===== src/adc_cfg_defines.vh =====
// register offsets, field positions, reset values and frame layout of the config slice
//------------------------------------------------------------------------------
// Contract
// pin bit picks power down or sync
// trigger bit syncs when enabled, never self-clears
// soft sync enable moves sync to register
// source bit: pin or register picks reference
// reference code 00 int, 01 buffered, 10 direct
// single-ended clock kills differential clock buffer
// analog bit five selects single-ended input
// host pulses load strobe after interface write
// bit-map load clears earlier configuration writes
// pattern bytes low, mid, then high bits
// mode 000 normal, 010 ramp, 011 constant
// host programs ramp step 10000 for 14 bits
// trigger rising edge gives one sync pulse
// host writes zero reserved, clears trigger first
//------------------------------------------------------------------------------
`ifndef ADC_CFG_DEFINES_VH
`define ADC_CFG_DEFINES_VH

// register addresses (seven-bit serial address field)
`define ADDR_SYNC_REF_CLK    7'h0e
`define ADDR_ANALOG_INPUT    7'h11
`define ADDR_BIT_MAP_LOAD    7'h13
`define ADDR_PATTERN_LOW     7'h14
`define ADDR_PATTERN_MID     7'h15
`define ADDR_PATTERN_HIGH    7'h16

// fields of the sync / reference / clock register
`define BIT_SYNC_PIN_FUNC    7
`define BIT_SOFT_SYNC_TRIG   6
`define BIT_SOFT_SYNC_EN     5
`define BIT_REFERENCE_CONTROL_SOURCE_SOURCE   3
`define BIT_REF_SEL_HI       2
`define BIT_REF_SEL_LO       1
`define BIT_SE_CLOCK         0

// other fields
`define BIT_SE_INPUT         5
`define BIT_MAP_STROBE       0
`define BIT_TEST_MODE_HI     4
`define BIT_TEST_MODE_LO     2
`define BIT_PATTERN_TOP_HI   1

// reset values
`define RESET_BYTE           8'h00

// reference select codes
`define REF_INTERNAL         2'h0
`define REF_EXT_BUFFERED     2'h1
`define REF_EXT_DIRECT       2'h2

// test pattern mode codes
`define MODE_NORMAL          3'h0
`define MODE_RAMP            3'h2
`define MODE_CONSTANT        3'h3

// serial frame: read flag, seven address bits, eight data bits
`define FRAME_BITS           16
`define ADDR_DONE_COUNT      5'h07
`define DATA_START_COUNT     5'h08
`define FRAME_LAST_COUNT     5'h0f

`endif


===== src/adc_sync_ref_pattern_config.v =====
// sync, reference, clock input and test pattern configuration registers
`timescale 1ns/1ns
`default_nettype none
`include "adc_cfg_defines.vh"

module adc_sync_ref_pattern_config (
   input  wire        clk,                   // 50 MHz system clock
   input  wire        reset_n,               // asynchronous reset, active low
   input  wire        sen_n,                 // serial frame select, active low
   input  wire        sclk,                  // serial clock
   input  wire        sdata_in,              // serial data in
   input  wire        sync_powerdown_pin,    // combined sync / power down pin
   input  wire        reference_buffer_pin,  // reference option pin
   output wire        sdout,                 // serial read data
   output reg         global_powerdown,      // global power down level
   output reg         sync_pulse,            // one-cycle sync command
   output reg         reference_by_pin,      // reference chosen by pin
   output reg         reference_internal,    // internal reference
   output reg         reference_ext_buffered,// external ref through buffer
   output reg         reference_ext_direct,  // external ref direct
   output reg         clock_single_ended,    // single-ended clock input
   output reg         diff_clock_powerdown,  // differential clock buffer off
   output reg         single_ended_input,    // single-ended analog input
   output reg         bit_map_load,          // one-cycle bit-map reload
   output reg  [17:0] custom_pattern_value,  // custom pattern / ramp step
   output reg  [2:0]  test_pattern_mode,     // raw test pattern mode
   output reg         pattern_normal,        // normal data output
   output reg         pattern_ramp,          // ramp pattern output
   output reg         pattern_constant       // constant pattern output
);

   //---------------------------------------------------------------------------
   // register storage
   //---------------------------------------------------------------------------
   reg [7:0] sync_reference_clock_control; // sync, reference, clock
   reg       single_ended_input_select;    // analog input type bit
   reg       bit_map_load_strobe;          // load strobe bit
   reg [7:0] custom_pattern_low;           // pattern bits 7:0
   reg [7:0] custom_pattern_mid;           // pattern bits 15:8
   reg [4:0] custom_pattern_high_test_mode;// mode and pattern bits 17:16

   reg       strobe_prev;   // strobe value one cycle ago
   reg       trigger_prev;  // soft trigger value one cycle ago
   reg       pin_prev;      // sync pin level one cycle ago

   wire       wr_en;    // write strobe from serial port
   wire [6:0] addr;     // addressed register
   wire [7:0] wr_data;  // write byte
   reg  [7:0] rd_data;  // read byte for serial port

   //---------------------------------------------------------------------------
   // serial configuration port
   //---------------------------------------------------------------------------
   serial_config_port serial_config_port_inst (
      .clk      (clk),
      .reset_n  (reset_n),
      .sen_n    (sen_n),
      .sclk     (sclk),
      .sdata_in (sdata_in),
      .rd_data  (rd_data),
      .sdout    (sdout),
      .wr_en    (wr_en),
      .addr     (addr),
      .wr_data  (wr_data)
   );

   //---------------------------------------------------------------------------
   // decoding helpers
   //---------------------------------------------------------------------------
   // register index: 0 none, 1..6 the mapped registers
   function [2:0] reg_index;
      input [6:0] a;
      begin
         case (a)
            `ADDR_SYNC_REF_CLK: reg_index = 3'h1;
            `ADDR_ANALOG_INPUT: reg_index = 3'h2;
            `ADDR_BIT_MAP_LOAD: reg_index = 3'h3;
            `ADDR_PATTERN_LOW:  reg_index = 3'h4;
            `ADDR_PATTERN_MID:  reg_index = 3'h5;
            `ADDR_PATTERN_HIGH: reg_index = 3'h6;
            default:            reg_index = 3'h0;
         endcase
      end
   endfunction

   // one-hot reference decode; code 11 selects nothing
   function [2:0] ref_decode;
      input [1:0] code;
      begin
         case (code)
            `REF_INTERNAL:     ref_decode = 3'h1;
            `REF_EXT_BUFFERED: ref_decode = 3'h2;
            `REF_EXT_DIRECT:   ref_decode = 3'h4;
            default:           ref_decode = 3'h0;
         endcase
      end
   endfunction

   // one-hot test pattern decode; unused codes select nothing
   function [2:0] mode_decode;
      input [2:0] code;
      begin
         case (code)
            `MODE_NORMAL:   mode_decode = 3'h1;
            `MODE_RAMP:     mode_decode = 3'h2;
            `MODE_CONSTANT: mode_decode = 3'h4;
            default:        mode_decode = 3'h0;
         endcase
      end
   endfunction

   //---------------------------------------------------------------------------
   // derived events
   //---------------------------------------------------------------------------
   wire reference_control_source   = sync_reference_clock_control[`BIT_REFERENCE_CONTROL_SOURCE_SOURCE];
   wire soft_en   = sync_reference_clock_control[`BIT_SOFT_SYNC_EN];
   wire pin_func  = sync_reference_clock_control[`BIT_SYNC_PIN_FUNC];
   wire trigger   = sync_reference_clock_control[`BIT_SOFT_SYNC_TRIG];
   wire [1:0] ref_sel = sync_reference_clock_control[`BIT_REF_SEL_HI:`BIT_REF_SEL_LO];

   // the load fires when the strobe is written back to 0 after a 1
   wire load_fire = strobe_prev & ~bit_map_load_strobe;

   // only the rising edge of the held trigger counts, and only when enabled
   wire soft_sync = trigger & ~trigger_prev & soft_en;

   // the pin syncs only in sync function and while the register path is off
   wire pin_sync = sync_powerdown_pin & ~pin_prev & pin_func & ~soft_en;

   //---------------------------------------------------------------------------
   // register writes and bit-map load
   //---------------------------------------------------------------------------
   // a load clears all other config registers; a write in the same cycle
   // cannot occur, since a frame is sixteen serial clocks long, but the
   // write is placed last so it would win anyway
   always @(posedge clk or negedge reset_n) begin
      if (!reset_n) begin
         sync_reference_clock_control  <= `RESET_BYTE;
         single_ended_input_select     <= 1'b0;
         bit_map_load_strobe           <= 1'b0;
         custom_pattern_low            <= `RESET_BYTE;
         custom_pattern_mid            <= `RESET_BYTE;
         custom_pattern_high_test_mode <= 5'h00;
      end else begin
         if (load_fire) begin
            // loading the bit map discards earlier configuration
            sync_reference_clock_control  <= `RESET_BYTE;
            single_ended_input_select     <= 1'b0;
            custom_pattern_low            <= `RESET_BYTE;
            custom_pattern_mid            <= `RESET_BYTE;
            custom_pattern_high_test_mode <= 5'h00;
         end
         if (wr_en) begin
            case (reg_index(addr))
               3'h1: begin
                  // reserved bit 4 is not stored; the trigger is held as written
                  sync_reference_clock_control <= wr_data & 8'hef;
               end
               3'h2: begin
                  single_ended_input_select <= wr_data[`BIT_SE_INPUT];
               end
               3'h3: begin
                  bit_map_load_strobe <= wr_data[`BIT_MAP_STROBE];
               end
               3'h4: begin
                  custom_pattern_low <= wr_data;
               end
               3'h5: begin
                  custom_pattern_mid <= wr_data;
               end
               3'h6: begin
                  custom_pattern_high_test_mode <= wr_data[4:0];
               end
               default: begin
                  // unmapped address: write ignored
               end
            endcase
         end
      end
   end

   //---------------------------------------------------------------------------
   // read multiplexer
   //---------------------------------------------------------------------------
   // reserved bits read as zero, unmapped addresses read zero
   always @* begin
      case (reg_index(addr))
         3'h1:    rd_data = sync_reference_clock_control;
         3'h2:    rd_data = {2'h0, single_ended_input_select, 5'h00};
         3'h3:    rd_data = {7'h00, bit_map_load_strobe};
         3'h4:    rd_data = custom_pattern_low;
         3'h5:    rd_data = custom_pattern_mid;
         3'h6:    rd_data = {3'h0, custom_pattern_high_test_mode};
         default: rd_data = 8'h00;
      endcase
   end

   //---------------------------------------------------------------------------
   // edge history
   //---------------------------------------------------------------------------
   always @(posedge clk or negedge reset_n) begin
      if (!reset_n) begin
         strobe_prev  <= 1'b0;
         trigger_prev <= 1'b0;
         pin_prev     <= 1'b0;
      end else begin
         strobe_prev  <= bit_map_load_strobe;
         trigger_prev <= trigger;
         pin_prev     <= sync_powerdown_pin;
      end
   end

   //---------------------------------------------------------------------------
   // registered control outputs
   //---------------------------------------------------------------------------
   // every output is a flop, so each follows its cause by one clock
   always @(posedge clk or negedge reset_n) begin
      if (!reset_n) begin
         global_powerdown       <= 1'b0;
         sync_pulse             <= 1'b0;
         reference_by_pin       <= 1'b1;
         reference_internal     <= 1'b0;
         reference_ext_buffered <= 1'b0;
         reference_ext_direct   <= 1'b0;
         clock_single_ended     <= 1'b0;
         diff_clock_powerdown   <= 1'b0;
         single_ended_input     <= 1'b0;
         bit_map_load           <= 1'b0;
         custom_pattern_value   <= 18'h0_0000;
         test_pattern_mode      <= 3'h0;
         pattern_normal         <= 1'b1;
         pattern_ramp           <= 1'b0;
         pattern_constant       <= 1'b0;
      end else begin
         // pin high means power down unless the pin is set to sync
         global_powerdown <= sync_powerdown_pin & ~pin_func;
         sync_pulse       <= soft_sync | pin_sync;

         // reference and clock style follow the register only under
         // register control; otherwise the pin decides the reference
         reference_by_pin <= ~reference_control_source;
         {reference_ext_direct, reference_ext_buffered, reference_internal}
            <= reference_control_source ? ref_decode(ref_sel) : 3'h0;
         clock_single_ended   <= reference_control_source
                                 & sync_reference_clock_control[`BIT_SE_CLOCK];
         diff_clock_powerdown <= reference_control_source
                                 & sync_reference_clock_control[`BIT_SE_CLOCK];

         single_ended_input <= single_ended_input_select;
         bit_map_load       <= load_fire;

         custom_pattern_value <= {custom_pattern_high_test_mode[`BIT_PATTERN_TOP_HI:0],
                                  custom_pattern_mid, custom_pattern_low};
         test_pattern_mode <=
            custom_pattern_high_test_mode[`BIT_TEST_MODE_HI:`BIT_TEST_MODE_LO];
         {pattern_constant, pattern_ramp, pattern_normal} <= mode_decode(
            custom_pattern_high_test_mode[`BIT_TEST_MODE_HI:`BIT_TEST_MODE_LO]);
      end
   end

   // the reference pin level is passed on unchanged by the analog side;
   // it is only tied to an unused wire here and reaches no output or read data
   wire unused_reference_buffer_pin = reference_buffer_pin;

endmodule
`default_nettype wire


===== src/serial_config_port.v =====
// serial configuration port: frames in writes, shifts out read data
`timescale 1ns/1ns
`default_nettype none
`include "adc_cfg_defines.vh"

module serial_config_port (
   input  wire       clk,      // system clock
   input  wire       reset_n,  // asynchronous reset, active low
   input  wire       sen_n,    // frame select, active low
   input  wire       sclk,     // serial clock, sampled by clk
   input  wire       sdata_in, // serial data from host
   input  wire [7:0] rd_data,  // byte at the addressed register
   output reg        sdout,    // serial read data to host
   output reg        wr_en,    // one-cycle write strobe
   output reg  [6:0] addr,     // register address of frame
   output reg  [7:0] wr_data   // byte to write
);

   reg       sclk_prev; // last sampled serial clock
   reg [4:0] bit_cnt;   // bits taken this frame
   reg [6:0] shift_in;  // incoming bits so far
   reg [7:0] shift_out; // remaining read bits
   reg       rd_mode;   // frame is a read

   wire sclk_rise = ~sen_n & sclk & ~sclk_prev;
   wire sclk_fall = ~sen_n & ~sclk & sclk_prev;

   //---------------------------------------------------------------------------
   // frame sequencer
   //---------------------------------------------------------------------------
   // the serial clock is oversampled, so it must run well below clk / 4
   always @(posedge clk or negedge reset_n) begin
      if (!reset_n) begin
         sclk_prev <= 1'b0;
         bit_cnt   <= 5'h00;
         shift_in  <= 7'h00;
         shift_out <= 8'h00;
         rd_mode   <= 1'b0;
         sdout     <= 1'b0;
         wr_en     <= 1'b0;
         addr      <= 7'h00;
         wr_data   <= 8'h00;
      end else begin
         sclk_prev <= sclk;
         wr_en     <= 1'b0;
         if (sen_n) begin
            // idle between frames: restart the count
            bit_cnt <= 5'h00;
            rd_mode <= 1'b0;
            sdout   <= 1'b0;
         end else if (sclk_rise && bit_cnt < `FRAME_BITS) begin
            shift_in <= {shift_in[5:0], sdata_in};
            bit_cnt  <= bit_cnt + 5'h01;
            if (bit_cnt == `ADDR_DONE_COUNT) begin
               // header complete: flag plus address
               addr    <= {shift_in[5:0], sdata_in};
               rd_mode <= shift_in[6];
            end
            if (bit_cnt == `FRAME_LAST_COUNT && !rd_mode) begin
               wr_data <= {shift_in[6:0], sdata_in};
               wr_en   <= 1'b1;
            end
         end else if (sclk_fall && rd_mode) begin
            if (bit_cnt == `DATA_START_COUNT) begin
               // address is settled by now, so load the read byte
               sdout     <= rd_data[7];
               shift_out <= {rd_data[6:0], 1'b0};
            end else begin
               sdout     <= shift_out[7];
               shift_out <= {shift_out[6:0], 1'b0};
            end
         end
      end
   end

endmodule
`default_nettype wire


===== config.mk =====
export PLATFORM = sky130hd
export DESIGN_NAME = adc_sync_ref_pattern_config
export DESIGN_NICKNAME = d
export VERILOG_FILES = /design/src/adc_sync_ref_pattern_config.v /design/src/serial_config_port.v
export VERILOG_INCLUDE_DIRS = /design/src
export SDC_FILE = /design/constraint.sdc
export NUM_CORES = 1
export LEC_CHECK = 0
export ABC_AREA = 1
export BUFFER_PORTS_ARGS = -buffer_cell sky130_fd_sc_hd__buf_4
export CORE_UTILIZATION = 61
export DETAILED_ROUTE_END_ITERATION = 10
export GPL_TIMING_DRIVEN = 0
export HOLD_SLACK_MARGIN = 0.12
export PLACE_DENSITY = 0.86
export SLEW_MARGIN = 20
export SYNTH_ARGS = -nofsm -noshare
export SYNTH_HDL_FRONTEND = slang
export SYNTH_SLANG_ARGS = --single-unit

===== constraint.sdc =====
create_clock -name clk -period 2.1 [get_ports clk]
set_input_delay 0.21 -clock clk [delete_from_list [all_inputs] [get_ports clk]]
set_output_delay 0.21 -clock clk [all_outputs]
set_load 0.05 [all_outputs]

; Yosys cells after proc, flatten, opt, wreduce, memory -nomap -nowiden
; Cells that the tools add are included.
[totals]
ff_bits = 106
latchBits = 0
ram_bits = 0
mem_bits_ro = 0
out_inout_bits = 35
mem_count = 0
[op_classes]
addsub = 1
n_mul = 0
div = 0
magnitude_cmp = 1
n_eq_ne = 26
n_shift = 0
muxes = 34
bitwise_logic = 23
reduce_logical = 16
[op_table]
columns = cell, n
row1 = 2-to-1 mux 8 bit, 10
row2 = one-hot mux 8 bit (6 select lines), 1
row3 = equality test 7 x 5 -> 1 bit (second input constant), 5
row4 = 2-to-1 mux 5 bit, 5
row5 = equality test 3 x 2 -> 1 bit (second input constant), 6
row6 = equality test 3 bit (second input constant), 6
row7 = one-hot mux 3 bit (3 select lines), 2
row8 = one-hot mux 3 bit (6 select lines), 1
row9 = 2-to-1 mux 1 bit, 13
row10 = bitwise AND 1 bit, 12
row11 = equality test 5 x 4 -> 1 bit (second input constant), 2
row12 = inverter 1 bit, 10
row13 = AND reduction 3 bit, 3
row14 = AND reduction 2 bit, 4
row15 = equality test 7 x 4 -> 1 bit (second input constant), 1
row16 = equality test 3 x 1 -> 1 bit (second input constant), 2
row17 = 2-to-1 mux 3 bit, 2
row18 = nonzero test 2 bit, 3
row19 = adder 5 x 1 -> 5 bit (second input constant), 1
row20 = equality test 5 x 3 -> 1 bit (second input constant), 1
row21 = < comparator 5 bit (second input constant), 1
row22 = logical AND 1 bit, 3
row23 = logical NOT 3 bit, 1
row24 = equality test 2 x 1 -> 1 bit (second input constant), 1
row25 = 5 further kinds, 5

; Longest topological paths before layout
; Gate-level depths: netlist of the first run.
[depth]
word_depth = 8
depth_mapped = 10
depth_no_buf = 9

; Hierarchy
; A second synthesis of the first run with hierarchy kept.
[hier_totals]
hier_cells = 475
area_unflattened_um2 = 4489.3
[modules_own_cells]
columns = mod, n_inst, cells_each, area_each_um2, seq_area_each_um2
row1 = adc_sync_ref_pattern_config, 1, 286, 2742.6, 1679.1
row2 = serial_config_port, 1, 189, 1746.7, 950.9

; Worst setup path before layout of the first run
; No wires, ideal clock.
[synth_path]
path_kind = reg-to-reg
startpoint = register serial_config_port_inst.bit_cnt[0]
endpoint = register serial_config_port_inst.wr_data[6]
arrival_time_ps = 1303
required_ps = 1973
path_slack_ps = 670
path_stages_with_launch = 9
n_path_buf = 1
cell_sequence = dfrtp_1 > ha_1 > nand2_1 > nor2_1 > ha_1 > nand3_4 > buf_6 > nand2_1 > o21ai_0
[synth_between]
elab_chain_cells = 3
elab_cells_between_ends = 5
[synth_rtl]
columns = element, line
row1 = start: declaration, serial_config_port.v:20  ; reg [4:0] bit_cnt;
row2 = start signal: assignment, serial_config_port.v:53  ; bit_cnt <= bit_cnt + 5'h01;
row3 = < comparator 5 bit (no source line) or equality test 5 x 4 -> 1 bit (tied branches), n/a
row4 = "logical AND 1 bit, on equally long branches", n/a
row5 = AND reduction 3 bit (no source line) *, n/a
row6 = end signal: assignment, serial_config_port.v:60  ; wr_data <= {shift_in[6:0], sdata_in};
row7 = end: declaration, serial_config_port.v:16  ; output reg [7:0] wr_data
; Every way passes the cells marked *; elsewhere a longest branch is shown, timed or not.
; A chain may end at the register's enable or synchronous reset.

; Final worst setup path of the first run
[layout_path]
startpoint = input port sen_n
endpoint = register serial_config_port_inst.addr[4]
[layout_between]
elab_chain_cells = 5
[layout_rtl]
columns = element, line
row1 = start: declaration, adc_sync_ref_pattern_config.v:9  ; input wire sen_n,
row2 = inverter 1 bit (no source line) *, n/a
row3 = bitwise AND 1 bit (2 in series), serial_config_port.v:25  ; wire sclk_rise = ~sen_n & sclk & ~sclk_prev;
row4 = logical AND 1 bit (no source line), n/a
row5 = AND reduction 3 bit (no source line) *, n/a
row6 = end signal: assignment, serial_config_port.v:56  ; addr <= {shift_in[5:0], sdata_in};
row7 = end: declaration, serial_config_port.v:15  ; output reg [6:0] addr,
; Marked as above.

==> metrics.yaml, run 1 <==
first_pass_iters: 7
seq_power_share_pct: 57.0
synth.distinct_cells: 32
rsz0062_at_grt: "false"
maxSlewViolCount: 0
grt_max_degree: 106
hold_slack_ns: 0.137
cts.clk_slew.worst_paths_ns: 0.09
fin_crit_sh_pct: 81.1
post-route-drc-count: 0
p_int_mw: 2.88
max-slew-margin-rel_pct: 40.4
cts_setup_buffers: 0
fillers: 475
vdd_drop_max_mv: 0.417
wire_per_inst_um: 15.8
diodes: 0
p_leak_nw: 2.44
switching_share_pct: 21.1
cts_max_path_buffers: 2
die_y_um: 86.2
tritoncts: "built"
via_per_inst: 5.64
pre_cts_ws_ns: 0.443
dieWidth_um: 86.2
drtIter0Drc: 326
synth_seq_cells: 105
hold_violations: 0
coreArea_um2: 6830
antenna_found_initial: 0
setup_ws_ns: 0.397
p_comb_share_pct: 3.8
slowest_delay_ns: 0.54
crit_path_start_kind: "primary input"
outcome: "finished clean"
routed-via-count: 3297
cts-resized-gates: 0
io_pins: 42
grt_pass1_wl_um: 15000
portBuffers: 40
tns_ns: 0
hpwl_um: 6390
yosys_warnings: 0
netlist_instances: 430
antenna_left: 0
wl_um: 9210
clkLatencyLatePin_ns: 0.37
dieArea_um2: 7430
cts_buffers: 9
p_per_area_nw_per_um2: 728
cp_slowest_cell: "dlygate4sd3_1"
regArea_um2: 2630
ys_seq_area_share_pct: 60.8
crit_chain: "dlygate4sd3_1, buf_4, inv_1, nand3_2, inv_2, nand4_4, buf_6, nand2_1, o21ai_2"
row_count: 30
maxCapViolations: 0
required_ns: 2.36
power.clock.fraction_pct: 39.3
min_period_ns: 1.70
multiInputGateArea_um2: 1410
fin_util_pct: 73.5
clock_skew_ns: 0.0115
critPathMaxFanout: 10
avgSynthCellArea_um2: 10.1
setup_violations: 0
cp.arrival_ns: 1.96
grt_pass1_vias: 3116
root_buffer: "clkbuf_8"
worst_pin_slew_ns: 0.894
fmax_ghz: 0.587
gp_congestion: 0.949
grt_overflow_total: 0
initial_core_util_pct: 63.3
criticalPathCategory: "in -> reg"
switchingPower_mw: 0.773
grt_use_total_pct: 26.9
htree_num_levels: 3
synth_area_um2: 4320
synthesis.nets: 440
postCtsHoldBufs: 4
hold_path.class: "in -> reg"
drive_gt1_share_pct: 21.5
end_kind: "flop"
nets: 495
cts_sinks: 105
area_growth_pct: 16.1
[cell type report]
class / count / share of cell area, %
Timing Repair Buffer: 44 / 6.85
Tap cell: 96 / 2.39
Clock buffer: 10 / 2.54
Sequential cell: 105 / 52.4
Clock inverter: 5 / 2.09
Inverter: 51 / 3.81
Buffer: 12 / 1.87
Multi-Input combinational cell: 262 / 28.0
[stage by stage]
stage          cell area (um2)  std cells  power, mW
2_1_floorplan             4320        430       2.18
3_3_place_gp              4740        566       2.25
3_5_place_dp              4750        566       2.26
4_1_cts                   5020        585       3.67
5_1_grt                   5020        585       3.77
6_report                  5020        585       3.65
[worst paths after layout]
check,slack (ns),from,cells past startpoint,end
min,0.14,sdata_in,3,serial_config_port_inst.addr[0]$_DFFE_PN0P_
min in group asynchronous,0.52,reset_n,2,reference_ext_direct$_DFF_PN0_
max,0.40,sen_n,9,serial_config_port_inst.addr[4]$_DFFE_PN0P_
max reg2reg,0.41,serial_config_port_inst.bit_cnt[0]$_DFFE_PN0P_,7,serial_config_port_inst.shift_out[7]$_DFFE_PN0P_
max in group asynchronous,1.00,reset_n,2,serial_config_port_inst.shift_in[0]$_DFFE_PN0P_
min reg2reg,0.42,trigger_prev$_DFF_PN0_,1,sync_pulse$_DFF_PN0_
[power groups by stage]
| stage | clock [mW] | combinational (mW) | sequential (mW) |
|---|---|---|---|
| 3_3_place_gp | 0 | 0.128 | 2.12 |
| 6_report | 1.43 | 0.138 | 2.08 |
| 2_1_floorplan | 0 | 0.0625 | 2.12 |
| 4_1_cts | 1.45 | 0.143 | 2.08 |
| 3_5_place_dp | 0 | 0.135 | 2.12 |
| 5_1_grt | 1.52 | 0.163 | 2.09 |
[logic make-up (layout without fill, tap and decap cells)]
logic type / after synthesis / count (layout) / share of synthesized area (%)
AND/OR/NAND/NOR: 183 / 183 / 21.1
AO/OA/AOI/OAI: 76 / 76 / 10.6
flip-flops: 105 / 105 / 60.8
buffers and inverters: 63 / 122 / 6.60
adder cells (fa/ha/maj): 3 / 3 / 0.868
[synthesized netlist by cell type]
library cell	number	area (um2)
nor2_2	2	12.5
nor2_4	5	56.3
o21ai_2	16	140
nor2_1	20	75.1
nand4_4	1	21.3
nand2_1	76	285
nand2_2	4	25.0
buf_1	2	7.51
a22oi_1	1	7.51
o21ai_1	18	90.1
o21ai_0	25	125
a22o_1	1	8.76
buf_4	3	22.5
nand3_1	62	310
o32ai_1	1	8.76
nor3b_1	1	7.51
a32oi_1	1	8.76
dfstp_2	2	52.6
nand2_4	1	11.3
nor2_8	1	20.0
nor3_1	3	15.0
buf_6	5	56.3
ha_1	3	37.5
o31ai_1	1	7.51
inv_2	5	18.8
clkbuf_1	2	7.51
dfrtp_1	103	2580
nand3_2	5	50.1
a21oi_1	12	60.1
nand4_1	1	6.26
inv_1	46	173
nand3_4	1	17.5
[critical path: cells and delay by family]
family,cells,cell delay (ns)
and+or+nand+nor,3,0.45
buffers and inverters,5,1.22
AOI/OAI and AO/OA,1,0.05
[per-layer routing]
| metal | up-vias | wire [um] | global-route usage (%) |
|---|---|---|---|
| li1 | 1525 | - | - |
| met1 | 1591 | 3770 | 34.7 |
| met2 | 149 | 4630 | 43.4 |
| met3 | 32 | 541 | 5.05 |
| met4 | 0 | 277 | 15.0 |
| met5 | - | 0 | 0 |
[placed cells by master (no fill, tap or decap), drive strengths merged]
cell         count
nor3b            1
dfstp            2
ha               3
a22oi            1
o32ai            1
dlygate4sd3      4
inv             51
nand2           81
o21ai           59
nor2            28
clkinvlp         2
a32oi            1
o31ai            1
a21oi           12
a22o             1
dfrtp          103
nand4            2
clkbuf          12
buf             50
nor3             3
nand3           68
bufinv           3
[flip-flops by register name (all words and copies together) (netlist names), 7 cells and up]
name and count:
custom_pattern_value 18, sync_reference_clock_control 8, serial_config_port_inst.wr_data 8, custom_pattern_mid 8
custom_pattern_low 8, serial_config_port_inst.shift_in 7, serial_config_port_inst.addr 7, serial_config_port_inst.shift_out 7
Note: power is estimated with default switching activity, not from simulation.
==> run 2: changes to the inputs <==
--- a/config.mk
+++ b/config.mk
@@ -6,13 +6,13 @@
 export SDC_FILE = /design/constraint.sdc
 export NUM_CORES = 1
 export LEC_CHECK = 0
-export ABC_AREA = 1
+export ABC_AREA = 0
 export BUFFER_PORTS_ARGS = -buffer_cell sky130_fd_sc_hd__buf_4
-export CORE_UTILIZATION = 61
+export CORE_UTILIZATION = 58
 export DETAILED_ROUTE_END_ITERATION = 10
 export GPL_TIMING_DRIVEN = 0
 export HOLD_SLACK_MARGIN = 0.12
-export PLACE_DENSITY = 0.86
+export PLACE_DENSITY = 0.83
 export SLEW_MARGIN = 20
 export SYNTH_ARGS = -nofsm -noshare
 export SYNTH_HDL_FRONTEND = slang
==> constraint.sdc (replaced) <==
create_clock -name clk -period 1.7 [get_ports clk]
set_input_delay 0.17 -clock clk [delete_from_list [all_inputs] [get_ports clk]]
set_output_delay 0.17 -clock clk [all_outputs]
set_load 0.05 [all_outputs]
==> run 2 against run 1 <==
- the flow now finishes with violations (negative setup slack)
- register-to-register slack got worse by 0.57 ns
- sequential share of layout area fell by 1.3 points
- design area rose by 2.7%
- clock skew fell by 0.0017 ns
- flip-flop and latch count did not move
- largest power group unchanged
- highest routed layer unchanged
==> metrics.yaml, run 2 <==
min_period_ns: 1.86
synth.distinct_cells: 47  # +47%
async_flop_share_pct: 100  # unchanged
hold_violations: 0  # unchanged
antenna_left: 0  # unchanged
clock_skew_ns: 0.00983  # -0.00168 ns
pre_cts_ws_ns: -0.288  # -0.731 ns
worst_pin_slew_ns: 0.920  # +0.0258 ns
fin_crit_sh_pct: 110
dieWidth_um: 85.8  # -0.45%
synth-main-ff-cell: "dfrtp_1"
crit_path_start_kind: "flop"
drtIter0Drc: 406  # +25%
rsz0062_at_grt: "true"
synth_top_area_share_pct: 63.3  # +3.7 points
grt_pass1_vias: 2831  # -9.1%
post-route-drc-count: 0  # unchanged
synth_seq_cells: 105  # unchanged
cts_sinks: 105  # unchanged
cts_max_path_buffers: 2  # unchanged
p_leak_nw: 2.42  # -1.0%
p_per_area_nw_per_um2: 832  # +14%
routed-via-count: 3030  # -8.1%
top_register: "custom_pattern_value"
gp_congestion: 0.863  # -9.0%
grt_use_total_pct: 25.6  # -1.3 points
grt_pass1_wl_um: 14100  # -6.3%
maxCapViolations: 0  # unchanged
grt_overflow_total: 0  # unchanged
hpwl_um: 5360  # -16%
grt_max_degree: 106  # unchanged
end_kind: "flop"
power_mw: 4.29  # +17%
final_common_cell: "dfrtp_1"
p_comb_share_pct: 4.1  # +0.3 points
tritoncts: "built"
dpl_cell_area_um2: 4490  # -5.4%
synth_area_um2: 4070  # -5.8%
p_int_mw: 3.28  # +14%
largest_reg_flops: 18  # unchanged
initial_core_util_pct: 59.9  # -3.3 points
cts.clk_slew.worst_paths_ns: 0.10  # about the same
area_growth_pct: 26.6
synth-edff-count: 0  # unchanged
row_count: 30  # unchanged
switching_share_pct: 23.5  # +2.4 points
required_ns: 2.00  # -0.36 ns
clkLatencyLatePin_ns: 0.37  # about the same
root_buffer: "clkbuf_8"
outcome: "complete, but fails checks"
setup_violations: 12  # +12
maxSlewViolCount: 0  # unchanged
synth_area_leaders: "dfrtp_1 63%, mux2_2 6.1%, o21ai_0 4.5%"
vdd_drop_max_mv: 0.612  # +47%
yosysTopAreaCell: "dfrtp_1"
cp.arrival_ns: 2.16  # +0.20 ns
wl_um: 9530  # +3.4%
switchingPower_mw: 1.01  # +31%
fmax_ghz: 0.537
avgSynthCellArea_um2: 12.5  # +25%
dieArea_um2: 7360  # -0.89%
yosysMostFrequentCell: "dfrtp_1"
antenna_found_initial: 0  # unchanged
nets: 413  # -17%
first_pass_iters: 5  # -2
die_y_um: 85.8  # -0.45%
hold_path.class: "in -> reg"
synth_commonest_cells: "103 x dfrtp_1, 37 x o21ai_0, 23 x nand2_1, 23 x nand3_1, 22 x mux2_2"
mostFrequentLayoutCells: "100 x dfrtp_1, 61 x buf_4, 23 x nand2_1"
violations: "negative setup slack"
coreArea_um2: 6790  # -0.55%
via_per_inst: 6.01  # +6.7%
critPathMaxFanout: 8  # -2
htree_num_levels: 3  # unchanged
portBuffers: 39  # -2.5%
finalInstanceArea_um2: 5150  # +2.7%
cts_buffers: 9  # unchanged
synthesis.nets: 335  # -24%
power.clock.fraction_pct: 34.3  # -5.0 points
drive_gt1_share_pct: 35.8  # +14 points
diodes: 0  # unchanged
yosys_warnings: 0  # unchanged
netlist_instances: 325  # -24%
setup_ws_ns: -0.163  # -0.560 ns
ys_seq_area_share_pct: 64.6  # +3.7 points
wire_per_inst_um: 18.9  # +20%
seq_power_share_pct: 61.6  # +4.6 points
io_pins: 42  # unchanged
max-slew-margin-rel_pct: 38.7  # -1.7 points
criticalPathCategory: "reg -> reg"
-- run 2: changes by cell type after synthesis, moves of 12 or more --
cell / change
mux2_2: +22
o21ai_0: +12
o21ai_2: -16
nand2_1: -53
nand3_1: -39
o21ai_1: -18
inv_1: -30
-- run 2: kinds of logic (layout without fill, tap and decap cells) --
kind of cell    count (synthesis)  count (layout)  share of synthesized area [%]
buf+inv                        32             115                           3.20
compound gates                 62              62                           9.59
fa+ha+maj                       3               3                          0.922
simple gates                   96              96                           14.3
xor+xnor                        2               2                          0.430
mux                            25              25                           6.94
flops                         105             105                           64.6
-- run 2: stage by stage --
step	std cells	TNS (ns)	hold slack [ns]	utilization, %
finish	504	-1.28	0.193	75.9
global route	504	-2.75	0.227	75.9
CTS	495	-0.241	0.180	72.6
detailed placement	460	-7.86	0.299	66.1
global placement	460	-6.55	0.296	66.0
floorplan	325	0	-0.126	-
-- run 2: worst paths after layout --
kind	from	slack [ns]	cells past startpoint	to
hold / removal	sen_n	0.19	2	serial_config_port_inst.bit_cnt[2]$_DFFE_PN0P_
setup reg to reg	serial_config_port_inst.addr[5]$_DFFE_PN0P_	-0.16	5	serial_config_port_inst.shift_out[7]$_DFFE_PN0P_
max in group asynchronous	reset_n	0.57	2	serial_config_port_inst.addr[5]$_DFFE_PN0P_
hold reg to reg	single_ended_input_select$_DFF_PN0_	0.41	0	single_ended_input$_DFF_PN0_
setup / recovery	serial_config_port_inst.addr[5]$_DFFE_PN0P_	-0.16	5	serial_config_port_inst.shift_out[7]$_DFFE_PN0P_
min in group asynchronous	reset_n	0.47	2	pattern_ramp$_DFF_PN0_
-- run 2: routing by layer --
layer,vias to the layer above,track usage (%),part of all wire [%]
li1,1311,-,-
met1,1509,32.0,40
met2,174,42.2,50
met3,36,4.43,6.5
met4,0,15.2,3.6
met5,-,0,0
-- run 2: power by group through the flow --
stage | clock [mW] | sequential [mW] | combinational (mW)
after floorplan | 0 | 2.67 | 0.0836
after global placement | 0 | 2.69 | 0.150
after detailed placement | 0 | 2.69 | 0.158
after CTS | 1.47 | 2.64 | 0.171
after global routing | 1.58 | 2.65 | 0.199
final | 1.47 | 2.64 | 0.176
-- run 2: cell type report --
cell class              instances  area, um2
fillers                       388       1640
multi-input cells             188       1500
repair buffers                 67        547
plain buffers                  16        109
well taps                      96        120
clock buffers                  11        151
flip-flops and latches        105       2630
clock inverters                 5       38.8
inverters                      16       60.1
-- run 2: critical path, cell delays in order (launching register included) --
cell and delay (ns):
dfrtp_2 0.44, or4b_4 0.60, nor3_4 0.29, o211ai_1 0.14, buf_4 0.20, o21ai_2 0.13
-- run 2: what timing repair did --
item | in CTS | in global routing
buffers inserted | 15 | 8
cloned | 0 | 1
pin swaps | 15 | 14
hold buffers | 4 | 0
endpoints found under the setup margin | 53 | 52
resized for setup | 27 | 55
hold endpoints to repair | 110 | 0
==> run 3: changes to the inputs <==
--- a/config.mk
+++ b/config.mk
@@ -12,7 +12,7 @@
 export DETAILED_ROUTE_END_ITERATION = 10
 export GPL_TIMING_DRIVEN = 0
 export HOLD_SLACK_MARGIN = 0.12
-export PLACE_DENSITY = 0.83
+export PLACE_DENSITY = 0.79
 export SLEW_MARGIN = 20
 export SYNTH_ARGS = -nofsm -noshare
 export SYNTH_HDL_FRONTEND = slang
==> run 3 against run 2 <==
- the run still ends with negative setup slack left
- core utilization grew 0.63 points
- routed wire length rose by 3.2%
- count of clock-buffer cells in the layout unchanged
- clock skew increased by 0.0052 ns
- flip-flop and latch count stayed put
- setup slack gained 0.050 ns
- total power increased by 2.5%
- first-iteration DRC count fell by 11%
- non-clock buffer count is 6 higher
- final cell count increased by 1.2%
- critical path depth up 1
- largest cell class unchanged
==> metrics.yaml, run 3 (synthesis gave the netlist of run 2 again) <==
power.clock.fraction_pct: 35.8  # +1.5 points
crit_path_start_kind: "flop"
switchingPower_mw: 1.01  # about the same
grt-busiest-layer: "met2"
cts_buffers: 9  # unchanged
cp_slowest_cell: "dfrtp_2"
pre_cts_ws_ns: -0.327  # -0.0386 ns
antenna_left: 0  # unchanged
final_common_cell: "dfrtp_1"
largest_reg_flops: 18  # unchanged
fin_crit_sh_pct: 107  # -2.9 points
routed-via-count: 3133  # +3.4%
fmax_ghz: 0.552  # +2.7%
p_int_mw: 3.39  # +3.3%
crit_cells: 6  # +1
regArea_um2: 2640  # about the same
drive_gt1_share_pct: 36.0  # +0.21 points
final_cell_count_no_fill: 510  # +1.2%
violations: "negative setup slack"
via_per_inst: 6.14  # +2.2%
power_mw: 4.40  # +2.5%
clock_skew_ns: 0.0150  # +0.00522 ns
cts_max_path_buffers: 2  # unchanged
post-route-drc-count: 0  # unchanged
grt_pass1_vias: 2810  # -0.74%
area_growth_pct: 27.6
nets: 419  # +1.5%
antenna_found_initial: 0  # unchanged
tns_ns: -1.20  # +0.0801 ns
hpwl_um: 5390  # +0.40%
required_ns: 1.96  # -0.04 ns
vdd_drop_max_mv: 0.604  # -1.3%
seq_power_share_pct: 60.3  # -1.3 points
grt_max_degree: 106  # unchanged
drtIter0Drc: 363  # -11%
portBuffers: 39  # unchanged
r2r_slack_ns: -0.11  # +0.05 ns
p_comb_share_pct: 3.9  # -0.2 points
rsz0062_at_grt: "true"
p_per_area_nw_per_um2: 846  # +1.7%
hold_violations: 0  # unchanged
fillers: 380  # -2.1%
mostFrequentLayoutCells: "98 x dfrtp_1, 65 x buf_4, 23 x nand2_1"
tritoncts: "built"
p_leak_nw: 2.44  # +0.92%
die_y_um: 85.8  # unchanged
max-slew-margin-rel_pct: 38.2  # -0.47 points
dp.cells: 460  # unchanged
hold_path.class: "in -> reg"
use_met2_pct: 41.3  # -0.87 points
worstReg2RegEnd: "custom_pattern_mid[7]$_DFF_PN0_"
cts.clk_slew.worst_paths_ns: 0.10  # about the same
min_period_ns: 1.81  # -0.0497 ns
slowest_delay_ns: 0.44  # -0.16 ns
maxCapViolations: 0  # unchanged
grt_pass1_wl_um: 13900  # -1.5%
end_kind: "flop"
hold_depth: 2  # unchanged
crit_chain: "buf_6, nor4b_4, nand4_1, buf_4, nand3_1, o21ai_0"
grt_util_met1_pct: 32.2  # +0.24 points
dieArea_um2: 7360  # unchanged
criticalPathCategory: "reg -> reg"
hp-start: "sen_n"
outcome: "complete, but fails checks"
cp.arrival_ns: 2.07  # -0.09 ns
whs_endpoint: "serial_config_port_inst.bit_cnt[3]$_DFFE_PN0P_"
startpoint: "serial_config_port_inst.addr[3]$_DFFE_PN0P_"
io_pins: 42  # unchanged
gp_congestion: 0.848  # -1.7%
critPathMaxFanout: 6  # -2
use_met3_pct: 4.62  # +0.19 points
wl_um: 9830  # +3.2%
r2r_start: "serial_config_port_inst.addr[3]$_DFFE_PN0P_"
multiInputGateArea_um2: 1470  # -1.6%
root_buffer: "clkbuf_8"
finalInstanceArea_um2: 5200  # +0.83%
grt_use_total_pct: 25.5  # -0.095 points
row_count: 30  # unchanged
setup_ws_ns: -0.113  # +0.0497 ns
switching_share_pct: 23.0  # -0.58 points
clkLatencyLatePin_ns: 0.38  # about the same
coreArea_um2: 6790  # unchanged
diodes: 0  # unchanged
htree_num_levels: 3  # unchanged
worstPathBufferInverterCount: 2  # +1
setup_violations: 27  # +15
dieWidth_um: 85.8  # unchanged
crit_family: "simple AND/OR/NAND/NOR gates"
cts_sinks: 105  # unchanged
wire_per_inst_um: 19.3  # +2.0%
dpl_cell_area_um2: 4490  # unchanged
worst_pin_slew_ns: 0.927  # +0.00702 ns
maxSlewViolCount: 0  # unchanged
reg2regPathDepth: 6  # +1
top_register: "custom_pattern_value"
initial_core_util_pct: 59.9  # unchanged
first_pass_iters: 7  # +2
grt_overflow_total: 0  # unchanged
## run 3: cell types whose count changed in the layout (fill, tap and decap cells not counted), sizes merged
cell      delta
clkinvlp     -1
buf          +7
bufinv       +1
clkbuf       -1
## run 3: worst reg2reg max path, delay by kind of cell (launching register included)
kind	cells	cell delay, ns
AND/OR/NAND/NOR	3	0.78
AO/OA/AOI/OAI	1	0.11
buffers and inverters	2	0.37
flip-flops	1	0.44
## run 3: cell type report
class                           instances  area share [%]
Inverter                               16            1.16
Sequential cell                       105            50.7
Clock buffer                           11            2.72
Multi-Input combinational cell        188            28.3
Clock inverter                          5            1.20
Timing Repair Buffer                   75            11.7
Tap cell                               96            2.31
Buffer                                 14            1.93
## run 3: power by group through the flow
stage | logic, mW | clock network, mW | registers (mW)
6_report | 0.171 | 1.58 | 2.65
5_1_grt | 0.194 | 1.68 | 2.66
4_1_cts | 0.169 | 1.58 | 2.64
3_5_place_dp | 0.157 | 0 | 2.69
3_3_place_gp | 0.150 | 0 | 2.69
2_1_floorplan | 0.0836 | 0 | 2.67
## run 3: worst max-delay path by stage
stage	to	slack (ns)
global placement	custom_pattern_mid[0]$_DFF_PN0_	-0.29
global route	custom_pattern_mid[7]$_DFF_PN0_	-0.15
finish	custom_pattern_mid[7]$_DFF_PN0_	-0.11
detailed placement	custom_pattern_mid[1]$_DFF_PN0_	-0.33
CTS	bit_map_load_strobe$_DFFE_PN0P_	-0.07
floorplan	bit_map_load_strobe$_DFFE_PN0P_	0.008
## run 3: routing by layer
metal | wire length (um) | vias up
met5 | 0 | -
met2 | 4940 | 178
met1 | 3750 | 1567
li1 | - | 1330
met3 | 636 | 58
met4 | 512 | 0
## run 3: what timing repair did
action | in CTS | in global routing
cloned | 0 | 2
hold buffers | 4 | 0
resized for setup | 30 | 61
pin swaps | 18 | 11
endpoints found under the hold margin | 110 | 0
endpoints found under the setup margin | 53 | 49
setup buffers | 19 | 12
## run 3: stage by stage
step / util [%] / hold WS (ns)
final: 76.5 / 0.161
after global routing: 76.5 / 0.226
after CTS: 72.9 / 0.164
after detailed placement: 66.1 / 0.300
after global placement: 66.0 / 0.296
after floorplan: - / -0.126
